===== config.mk =====
export PLATFORM = sky130hd
export DESIGN_NAME = mcsig_top
export DESIGN_NICKNAME = d
export VERILOG_FILES = /design/src/mcsig_pkg.sv /design/src/mcsig_profile.sv /design/src/mcsig_top.sv
export VERILOG_INCLUDE_DIRS = /design/src /design/src/src
export SDC_FILE = /design/constraint.sdc
export NUM_CORES = 1
export LEC_CHECK = 0
export BUFFER_PORTS_ARGS = -buffer_cell sky130_fd_sc_hd__buf_2
export CORE_MARGIN = 2
export CORE_UTILIZATION = 56
export CTS_BUF_LIST = sky130_fd_sc_hd__clkbuf_8
export CTS_CLUSTER_DIAMETER = 60
export CTS_CLUSTER_SIZE = 8
export DETAILED_ROUTE_END_ITERATION = 6
export PLACE_DENSITY = 0.83
export SYNTH_ARGS = -nofsm -noshare
export SYNTH_HDL_FRONTEND = slang
export SYNTH_SLANG_ARGS = --single-unit
export TNS_END_PERCENT = 20

===== constraint.sdc =====
create_clock -name clock_i -period 6.7 [get_ports clock_i]
set_input_delay 1.34 -clock clock_i [delete_from_list [all_inputs] [get_ports clock_i]]
set_output_delay 1.34 -clock clock_i [all_outputs]
set_load 0.1 [all_outputs]

===== src/mcsig_consts.svh =====
// Constants of the motion completion signalling block.
`ifndef MCSIG_CONSTS_SVH
`define MCSIG_CONSTS_SVH
`define MCSIG_OFS_REGEN_VALUE    12'h168
`define MCSIG_OFS_REGEN_CAP      12'h16a
`define MCSIG_OFS_WINDOW         12'h16c
`define MCSIG_OFS_OUT_SELECT     12'h180
`define MCSIG_OFS_DELAY          12'h184
`define MCSIG_OFS_CONTROL        12'h188
`define MCSIG_OFS_STATUS         12'h18c
`define MCSIG_OFS_IRQ_STATUS     12'h190
`define MCSIG_OFS_IRQ_MASK       12'h194
`define MCSIG_OFS_DO_SELECT      12'h198
`define MCSIG_OFS_PROFILE        12'h19c
`define MCSIG_LATCH_BIT          0
`define MCSIG_ALARM_BIT          4
`define MCSIG_WINDOW_RESET       32'h00003200
`define MCSIG_WINDOW_MAX         32'h00138800
`define MCSIG_DO_CODE_MC         8'h17
`define MCSIG_STEP_RESET         32'h00000010
`endif


===== src/mcsig_pkg.sv =====
// Types of the motion completion signalling block.
package mcsig_pkg;
    typedef enum logic [2:0] {
        MCSIG_IDLE  = 3'b001,
        MCSIG_MOVE  = 3'b010,
        MCSIG_DELAY = 3'b100
    } mcsig_gen_e;
    typedef struct packed {
        logic cmd_done;
        logic in_position;
        logic motion_complete;
        logic deviation;
    } mcsig_flags_s;
endpackage : mcsig_pkg


===== src/mcsig_profile.sv =====
// Profiled position command generator with done delay.
`timescale 1ns/100ps
`include "mcsig_consts.svh"
module mcsig_profile (
    input  wire logic               clock_i,
    input  wire logic               rst_i,
    input  wire logic               trigger_i,
    input  wire logic signed [31:0] target_i,
    input  wire logic        [31:0] step_i,
    input  wire logic        [15:0] delay_i,
    output logic signed      [31:0] command_o,
    output logic                    start_o,
    output logic                    done_o
);
    mcsig_pkg::mcsig_gen_e state;
    mcsig_pkg::mcsig_gen_e next_state;
    logic signed [31:0] next_command;
    logic        [15:0] count;
    logic        [15:0] next_count;
    logic               next_done;
    logic signed [31:0] diff;
    logic signed [31:0] stp;

    always_comb
    begin
        next_state   = state;
        next_command = command_o;
        next_count   = count;
        next_done    = done_o;
        diff         = target_i - command_o;
        stp          = (step_i == 32'h0) ? 32'sh1 : $signed({1'b0, step_i[30:0]});
        if (trigger_i)
        begin
            next_state = mcsig_pkg::MCSIG_MOVE;
            next_done  = 1'b0;
        end
        else
        begin
            unique case (state)
                mcsig_pkg::MCSIG_IDLE:
                begin
                end
                mcsig_pkg::MCSIG_MOVE:
                begin
                    if (diff > stp)
                        next_command = command_o + stp;
                    else if (diff < -stp)
                        next_command = command_o - stp;
                    else
                    begin
                        next_command = target_i;
                        next_count   = delay_i;
                        next_state   = mcsig_pkg::MCSIG_DELAY;
                    end
                end
                mcsig_pkg::MCSIG_DELAY:
                begin
                    if (count == 16'h0)
                    begin
                        next_done  = 1'b1;
                        next_state = mcsig_pkg::MCSIG_IDLE;
                    end
                    else
                        next_count = count - 16'h1;
                end
                default:
                    next_state = mcsig_pkg::MCSIG_IDLE;
            endcase
        end
    end

    assign start_o = trigger_i;

    always_ff @(posedge clock_i or posedge rst_i)
    begin
        if (rst_i)
        begin
            state     <= mcsig_pkg::MCSIG_IDLE;
            command_o <= 32'sh0;
            count     <= 16'h0;
            done_o    <= 1'b0;
        end
        else
        begin
            state     <= next_state;
            command_o <= next_command;
            count     <= next_count;
            done_o    <= next_done;
        end
    end
endmodule : mcsig_profile


===== src/mcsig_top.sv =====
// Motion completion signalling with register port and interrupt.
`timescale 1ns/100ps
`include "mcsig_consts.svh"
module mcsig_top (
    input  wire logic               clock_i,
    input  wire logic               rst_i,
    input  wire logic        [11:0] addr_i,
    input  wire logic        [31:0] wdata_i,
    input  wire logic               wr_i,
    input  wire logic               rd_i,
    output logic             [31:0] rdata_o,
    input  wire logic               trigger_i,
    input  wire logic signed [31:0] target_i,
    input  wire logic signed [31:0] feedback_i,
    input  wire logic signed [31:0] pulse_error_i,
    input  wire logic               pulse_train_mode_i,
    output logic signed      [31:0] command_o,
    output logic                    motion_complete_flag_o,
    output logic                    in_position_flag_o,
    output logic                    deviation_alarm_o,
    output logic                    do_motion_complete_o,
    output logic                    irq_o
);
    logic [15:0] regen_resistor_value;
    logic [15:0] regen_resistor_capacity;
    logic [31:0] in_position_window;
    logic [15:0] completion_output_select;
    logic [15:0] command_done_delay;
    logic [31:0] profile_step;
    logic [7:0]  do_select;
    logic [2:0]  irq_status;
    logic [2:0]  irq_mask;
    logic [15:0] next_regen_value;
    logic [15:0] next_regen_cap;
    logic [31:0] next_window;
    logic [15:0] next_out_select;
    logic [15:0] next_delay;
    logic [31:0] next_step;
    logic [7:0]  next_do_select;
    logic [2:0]  next_irq_status;
    logic [2:0]  next_irq_mask;
    logic [31:0] next_rdata;

    mcsig_pkg::mcsig_flags_s flags;
    mcsig_pkg::mcsig_flags_s next_flags;
    logic        completed_once;
    logic        next_completed_once;
    logic        alarm;
    logic        next_alarm;
    logic        prof_start;
    logic        prof_done;
    logic        latch_sel;
    logic        alarm_sel;
    logic        in_pos_now;
    logic        mc_now;
    logic [31:0] err_mag;
    logic signed [31:0] err;
    logic signed [31:0] prof_cmd;
    logic [2:0]  events;
    logic [2:0]  flag_level;
    logic [2:0]  next_flag_level;

    mcsig_profile u_profile (
        .clock_i   (clock_i),
        .rst_i     (rst_i),
        .trigger_i (trigger_i),
        .target_i  (target_i),
        .step_i    (profile_step),
        .delay_i   (command_done_delay),
        .command_o (prof_cmd),
        .start_o   (prof_start),
        .done_o    (prof_done)
    );

    assign latch_sel = completion_output_select[`MCSIG_LATCH_BIT];
    assign alarm_sel = completion_output_select[`MCSIG_ALARM_BIT];

    // Completion flags.
    always_comb
    begin
        err      = prof_cmd - feedback_i;
        err_mag  = err[31] ? 32'(-err) : 32'(err);
        in_pos_now = 1'b0;
        if (pulse_train_mode_i)
        begin
            in_pos_now = (pulse_error_i[31] ? 32'(-pulse_error_i) : 32'(pulse_error_i)) < in_position_window;
        end
        else
        begin
            in_pos_now = err_mag <= in_position_window;
        end
        next_flags          = flags;
        next_completed_once = completed_once;
        next_alarm          = alarm;
        mc_now              = 1'b0;
        next_flags.cmd_done    = prof_done;
        next_flags.in_position = in_pos_now;
        if (latch_sel)
        begin
            mc_now = flags.motion_complete | (prof_done & in_pos_now);
        end
        else
        begin
            mc_now = prof_done & in_pos_now;
        end
        next_flags.motion_complete = mc_now;
        // detect lost completion
        // Only a loss after completion counts, so the approach to the target never trips the alarm.
        next_flags.deviation = completed_once & (~in_pos_now | (~latch_sel & ~mc_now));
        if (mc_now)
        begin
            next_completed_once = 1'b1;
        end
        if (next_flags.deviation & alarm_sel)
        begin
            next_alarm = 1'b1;
        end
        if (prof_start)
        begin
            next_flags.cmd_done        = 1'b0;
            next_flags.in_position     = 1'b0;
            next_flags.motion_complete = 1'b0;
            next_flags.deviation       = 1'b0;
            next_completed_once        = 1'b0;
            next_alarm                 = 1'b0;
        end
    end

    always_ff @(posedge clock_i or posedge rst_i)
    begin
        if (rst_i)
        begin
            flags          <= '0;
            completed_once <= 1'b0;
            alarm          <= 1'b0;
        end
        else
        begin
            flags          <= next_flags;
            completed_once <= next_completed_once;
            alarm          <= next_alarm;
        end
    end

    assign flag_level      = {flags.deviation, flags.in_position, flags.motion_complete};
    assign next_flag_level = {next_flags.deviation, next_flags.in_position, next_flags.motion_complete};

    // Each status bit takes the rising edge of its flag, so a write one clear
    // sticks while the flag itself stays high.
    generate
        for (genvar i = 0; i < 3; i++)
        begin : g_event
            assign events[i] = next_flag_level[i] & ~flag_level[i];
        end
    endgenerate

    // Configuration registers. Writes to unmapped offsets are ignored.
    always_comb
    begin
        next_regen_value = regen_resistor_value;
        next_regen_cap   = regen_resistor_capacity;
        next_window      = in_position_window;
        next_out_select  = completion_output_select;
        next_delay       = command_done_delay;
        next_step        = profile_step;
        next_do_select   = do_select;
        if (wr_i)
        begin
            unique case (addr_i)
                `MCSIG_OFS_REGEN_VALUE:
                begin
                    next_regen_value = wdata_i[15:0];
                end
                `MCSIG_OFS_REGEN_CAP:
                begin
                    next_regen_cap = wdata_i[15:0];
                end
                `MCSIG_OFS_WINDOW:
                begin
                    next_window = (wdata_i > `MCSIG_WINDOW_MAX) ? `MCSIG_WINDOW_MAX : wdata_i;
                end
                `MCSIG_OFS_OUT_SELECT:
                begin
                    // Only the latch and alarm digits exist, so the other digits always read zero.
                    next_out_select = wdata_i[15:0] & 16'h0011;
                end
                `MCSIG_OFS_DELAY:
                begin
                    next_delay = wdata_i[15:0];
                end
                `MCSIG_OFS_PROFILE:
                begin
                    next_step = wdata_i;
                end
                `MCSIG_OFS_DO_SELECT:
                begin
                    next_do_select = wdata_i[7:0];
                end
                default:
                begin
                end
            endcase
        end
    end

    always_ff @(posedge clock_i or posedge rst_i)
    begin
        if (rst_i)
        begin
            regen_resistor_value     <= 16'h0;
            regen_resistor_capacity  <= 16'h0;
            in_position_window       <= `MCSIG_WINDOW_RESET;
            completion_output_select <= 16'h0;
            command_done_delay       <= 16'h0;
            profile_step             <= `MCSIG_STEP_RESET;
            do_select                <= 8'h0;
        end
        else
        begin
            regen_resistor_value     <= next_regen_value;
            regen_resistor_capacity  <= next_regen_cap;
            in_position_window       <= next_window;
            completion_output_select <= next_out_select;
            command_done_delay       <= next_delay;
            profile_step             <= next_step;
            do_select                <= next_do_select;
        end
    end

    // Interrupt status and mask. An event and a write one clear in the same
    // cycle leave the bit set, so no event is lost to a late clear.
    always_comb
    begin
        next_irq_mask   = irq_mask;
        next_irq_status = irq_status;
        if (wr_i && addr_i == `MCSIG_OFS_IRQ_MASK)
        begin
            next_irq_mask = wdata_i[2:0];
        end
        if (wr_i && addr_i == `MCSIG_OFS_IRQ_STATUS)
        begin
            next_irq_status = irq_status & ~wdata_i[2:0];
        end
        next_irq_status = next_irq_status | events;
    end

    always_ff @(posedge clock_i or posedge rst_i)
    begin
        if (rst_i)
        begin
            irq_status <= 3'h0;
            irq_mask   <= 3'h0;
        end
        else
        begin
            irq_status <= next_irq_status;
            irq_mask   <= next_irq_mask;
        end
    end

    // Read data stands for one cycle after the strobe and is zero otherwise,
    // so a reader that samples late sees zero rather than stale contents.
    always_comb
    begin
        next_rdata = 32'h0;
        if (rd_i)
        begin
            unique case (addr_i)
                `MCSIG_OFS_REGEN_VALUE:
                begin
                    next_rdata = {16'h0, regen_resistor_value};
                end
                `MCSIG_OFS_REGEN_CAP:
                begin
                    next_rdata = {16'h0, regen_resistor_capacity};
                end
                `MCSIG_OFS_WINDOW:
                begin
                    next_rdata = in_position_window;
                end
                `MCSIG_OFS_OUT_SELECT:
                begin
                    next_rdata = {16'h0, completion_output_select};
                end
                `MCSIG_OFS_DELAY:
                begin
                    next_rdata = {16'h0, command_done_delay};
                end
                `MCSIG_OFS_PROFILE:
                begin
                    next_rdata = profile_step;
                end
                `MCSIG_OFS_DO_SELECT:
                begin
                    next_rdata = {24'h0, do_select};
                end
                `MCSIG_OFS_STATUS:
                begin
                    next_rdata = {27'h0, alarm, flags};
                end
                `MCSIG_OFS_IRQ_STATUS:
                begin
                    next_rdata = {29'h0, irq_status};
                end
                `MCSIG_OFS_IRQ_MASK:
                begin
                    next_rdata = {29'h0, irq_mask};
                end
                default:
                begin
                    next_rdata = 32'h0;
                end
            endcase
        end
    end

    always_ff @(posedge clock_i or posedge rst_i)
    begin
        if (rst_i)
        begin
            rdata_o <= 32'h0;
        end
        else
        begin
            rdata_o <= next_rdata;
        end
    end

    assign command_o              = prof_cmd;
    assign motion_complete_flag_o = flags.motion_complete;
    assign in_position_flag_o     = flags.in_position;
    assign deviation_alarm_o      = alarm;
    assign do_motion_complete_o   = (do_select == `MCSIG_DO_CODE_MC) & flags.motion_complete;
    assign irq_o                  = |(irq_status & irq_mask);
endmodule : mcsig_top


==> results.toml <==
[timing]
clock_skew_ps = 62.6
rsz0062_at_grt = "no"
tightest_slew_ps = 1250
fin_crit_ps = 6410
drv_slew = 0
finalHoldWorstSlack_ps = 486
fin_tns_setup_ps = 0
post-route-period-util = 0.956
postLayoutSetupSlackWorst_ps = 294
relSlewSlack = 0.161
finalSetupViolations = 0
hold_viol = 0
fmax_mhz = 156

[floorplanning]
die_width_microns = 198
start_util = 0.571
core_area_sq_mm = 0.0368
die_area_sq_mm = 0.0391
rows = 70
fp.dieH_microns = 198
ioPinCount = 215

[power]
total_power_mw = 11.5
p_per_area_mw_per_mm2 = 489
ir_drop_mv = 0.322
leakage_nw = 11.3

[drt]
wirelength_microns = 74700
viasPerCell = 6.56
highest_layer = "met5"
firstDrtPassIters = 7
wire_per_inst_microns = 23.2
first_iter_violations = 2158
route.detailed.drc = 3
wl_met3_microns = 7650
antenna_left = 0
vias = 21100
met1Wirelength_microns = 29800
met2WireLength_microns = 33000

[logic_synthesis]
synthFlopType = "dfrtp_1"
syn-num-nets = 2918
synth_compound_area_frac = 0.230
ys_seq_area_frac = 0.260
synth-simple-area-share = 0.180
synth_async_sr_flop_share = 1.00
synth_warnings = 0
synthAdderAreaFrac = 0.155
synth_enable_flop_cells = 0
ys_types = 94
syn_area_per_cell_sq_um = 8.35
synthCells = 2514
synth_top_area_frac = 0.254
syn-cell-area_sq_mm = 0.0210
yosys.area.top_type = "dfrtp_1"
ys_top_cells_by_area = "dfrtp_1 (25%), ha_1 (15%), mux2_2 (5.4%)"
synth_xor_area_frac = 0.0630
synth_top_family_by_area = "compound AO/OA/AOI/OAI gates"
synth_mux_area_frac = 0.0551
synth-seq-cells = 218

[placed_design]
gp_congestion = 1.05
dp_hpwl_microns = 59000
preCtsSetupSlack_ps = -146
port_buffers = 214
dp_cells = 3148
placed_cell_area_sq_mm = 0.0228

[final_layout]
area_growth_pct = 12.1
layout_common_cells = "ha_1 (254), buf_2 (214), dfrtp_1 (213), inv_1 (205), nor2_1 (189)"
antenna_cells = 0
final_core_util = 0.640
instances_no_fill = 3212
drive_above_1_share = 0.178
final_area_sq_mm = 0.0235
seqCellArea_sq_mm = 0.00546
layout.nets = 3123
final_common_cell = "ha_1"
num-fill-cells = 3101
multi_input_area_sq_mm = 0.0144

[clock_tree]
clock_latency_ps = 640
clockBufferDepth = 3
h-tree-depth = 2
numCtsBuffers = 37
cts-root-buf = "clkbuf_8"
cts_tree = "yes"
numClockSinks = 218
clk_pin_slew_ps = 60
cts_hold_buf = 0

[global_routing]
grt_max_degree = 62
overflow = 0
grt_pass1_wl_microns = 114000
grt_pass1_vias = 20400
grtUsageTotal = 0.380
grt_antenna_before_repair = 2

[worst_hold_path]
min_path_type = "reg2reg"

[setup_path]
start_kind = "flop"
worst-setup-path-type = "reg2reg"
required_ps = 7150
crit_arrival_ps = 6860
end_kind = "flop"
worstPathMaxFanout = 14

[outcome]
violations = "design-rule violations"
outcome = "complete, but fails checks"

[job]
cap_violations = 0
## sequential cells by signal, indices dropped and copies added, names as in the netlist
register	count
deviation_alarm_o	1
command_done_delay	16
irq_mask	3
flags	1
u_profile.done_o	1
completion_output_select	2
in_position_flag_o	1
in_position_window	32
irq_status	3
u_profile.state	3
do_select	8
u_profile.command_o	32
completed_once	1
regen_resistor_capacity	16
u_profile.count	16
flag_level	1
motion_complete_flag_o	1
regen_resistor_value	16
rdata_o	32
profile_step	32
## area by class of cell
class                      instances  share of cell area
timing repair buffer             290              0.0708
sequential                       218               0.232
clock buffer                      39              0.0228
clock inverter                    25             0.00728
inverter                         190              0.0305
multi-input combinational       1982               0.612
tap                              468              0.0249
## cells by family (layout without fill, tap and decap cells)
| family | after synthesis | count (layout) |
|---|---|---|
| adders and majority gates | 258 | 258 |
| and+or+nand+nor | 753 | 753 |
| AOI/OAI and AO/OA | 719 | 719 |
| DFF | 218 | 218 |
| muxes | 103 | 103 |
| buffers and inverters | 314 | 544 |
| xor gates and xnor gates | 149 | 149 |
## worst max-delay path: stages (launching register included)
cell       delay [ps]
dfrtp_1           490
or4_4             550
nor4_2            350
nand2_1           180
nor3_1            380
or2_2             240
inv_1              60
ha_1              250
nand3_1           280
nor3_2            130
nand2_1           130
nor4_2             60
nand2_1           130
nor2_1             70
xnor2_1           130
ha_1              190
a21o_1            180
a21o_1            170
a21o_1            180
a21o_1            170
a21o_1            170
a2111oi_0         510
o22ai_2           250
nand2_1           290
buf_4             300
nor2_1            120
nor3_1            230
a21oi_1            70
## synthesized netlist by cell type (32+ instances only)
cell type  instances
nor2_1           190
clkbuf_1         117
nand2b_1          38
nand4_1           39
a22oi_1           35
xnor2_1          115
a21o_1            66
o21ai_0          123
inv_1            189
o31ai_1           41
xor2_1            33
mux2_2           101
dfrtp_1          213
nor4_1            32
a21oi_1          187
nand2_1          185
nor2b_1           34
nand3_1           52
nor3_1            64
ha_1             254
## where the power goes
| group | internal, mW | total [mW] | switching, mW |
|---|---|---|---|
| clock network | 0.621 | 1.23 | 0.612 |
| registers | 1.48 | 1.79 | 0.304 |
| logic | 3.13 | 8.49 | 5.36 |
## worst paths after layout
check / startpoint / end / slack (ps) / cells after the start
setup / recovery: profile_step[7]$_DFFE_PP0P_ / u_profile.count[4]$_DFFE_PP0P_ / 290 / 27
hold / removal: regen_resistor_capacity[11]$_DFFE_PP0P_ / regen_resistor_capacity[11]$_DFFE_PP0P_ / 490 / 2
setup reg to reg: profile_step[7]$_DFFE_PP0P_ / u_profile.count[4]$_DFFE_PP0P_ / 290 / 27
hold reg to reg: regen_resistor_capacity[11]$_DFFE_PP0P_ / regen_resistor_capacity[11]$_DFFE_PP0P_ / 490 / 2
max in group asynchronous: rst_i / u_profile.command_o[25]$_DFFE_PP0P_ / 4360 / 3
min in group asynchronous: rst_i / regen_resistor_capacity[9]$_DFFE_PP0P_ / 960 / 2
## routing by layer
layer,GRT usage,up-vias
met5,0,-
met4,0.198,4
met3,0.0949,263
met2,0.593,1194
met1,0.489,10000
li1,-,9601
## what timing repair did
| item | 4_1_cts | 5_1_grt |
|---|---|---|
| gates resized for setup | 0 | 4 |
| setup buffers | 0 | 0 |
| endpoints found under the setup margin | 0 | 28 |
Power figures use the tool's default switching activity.
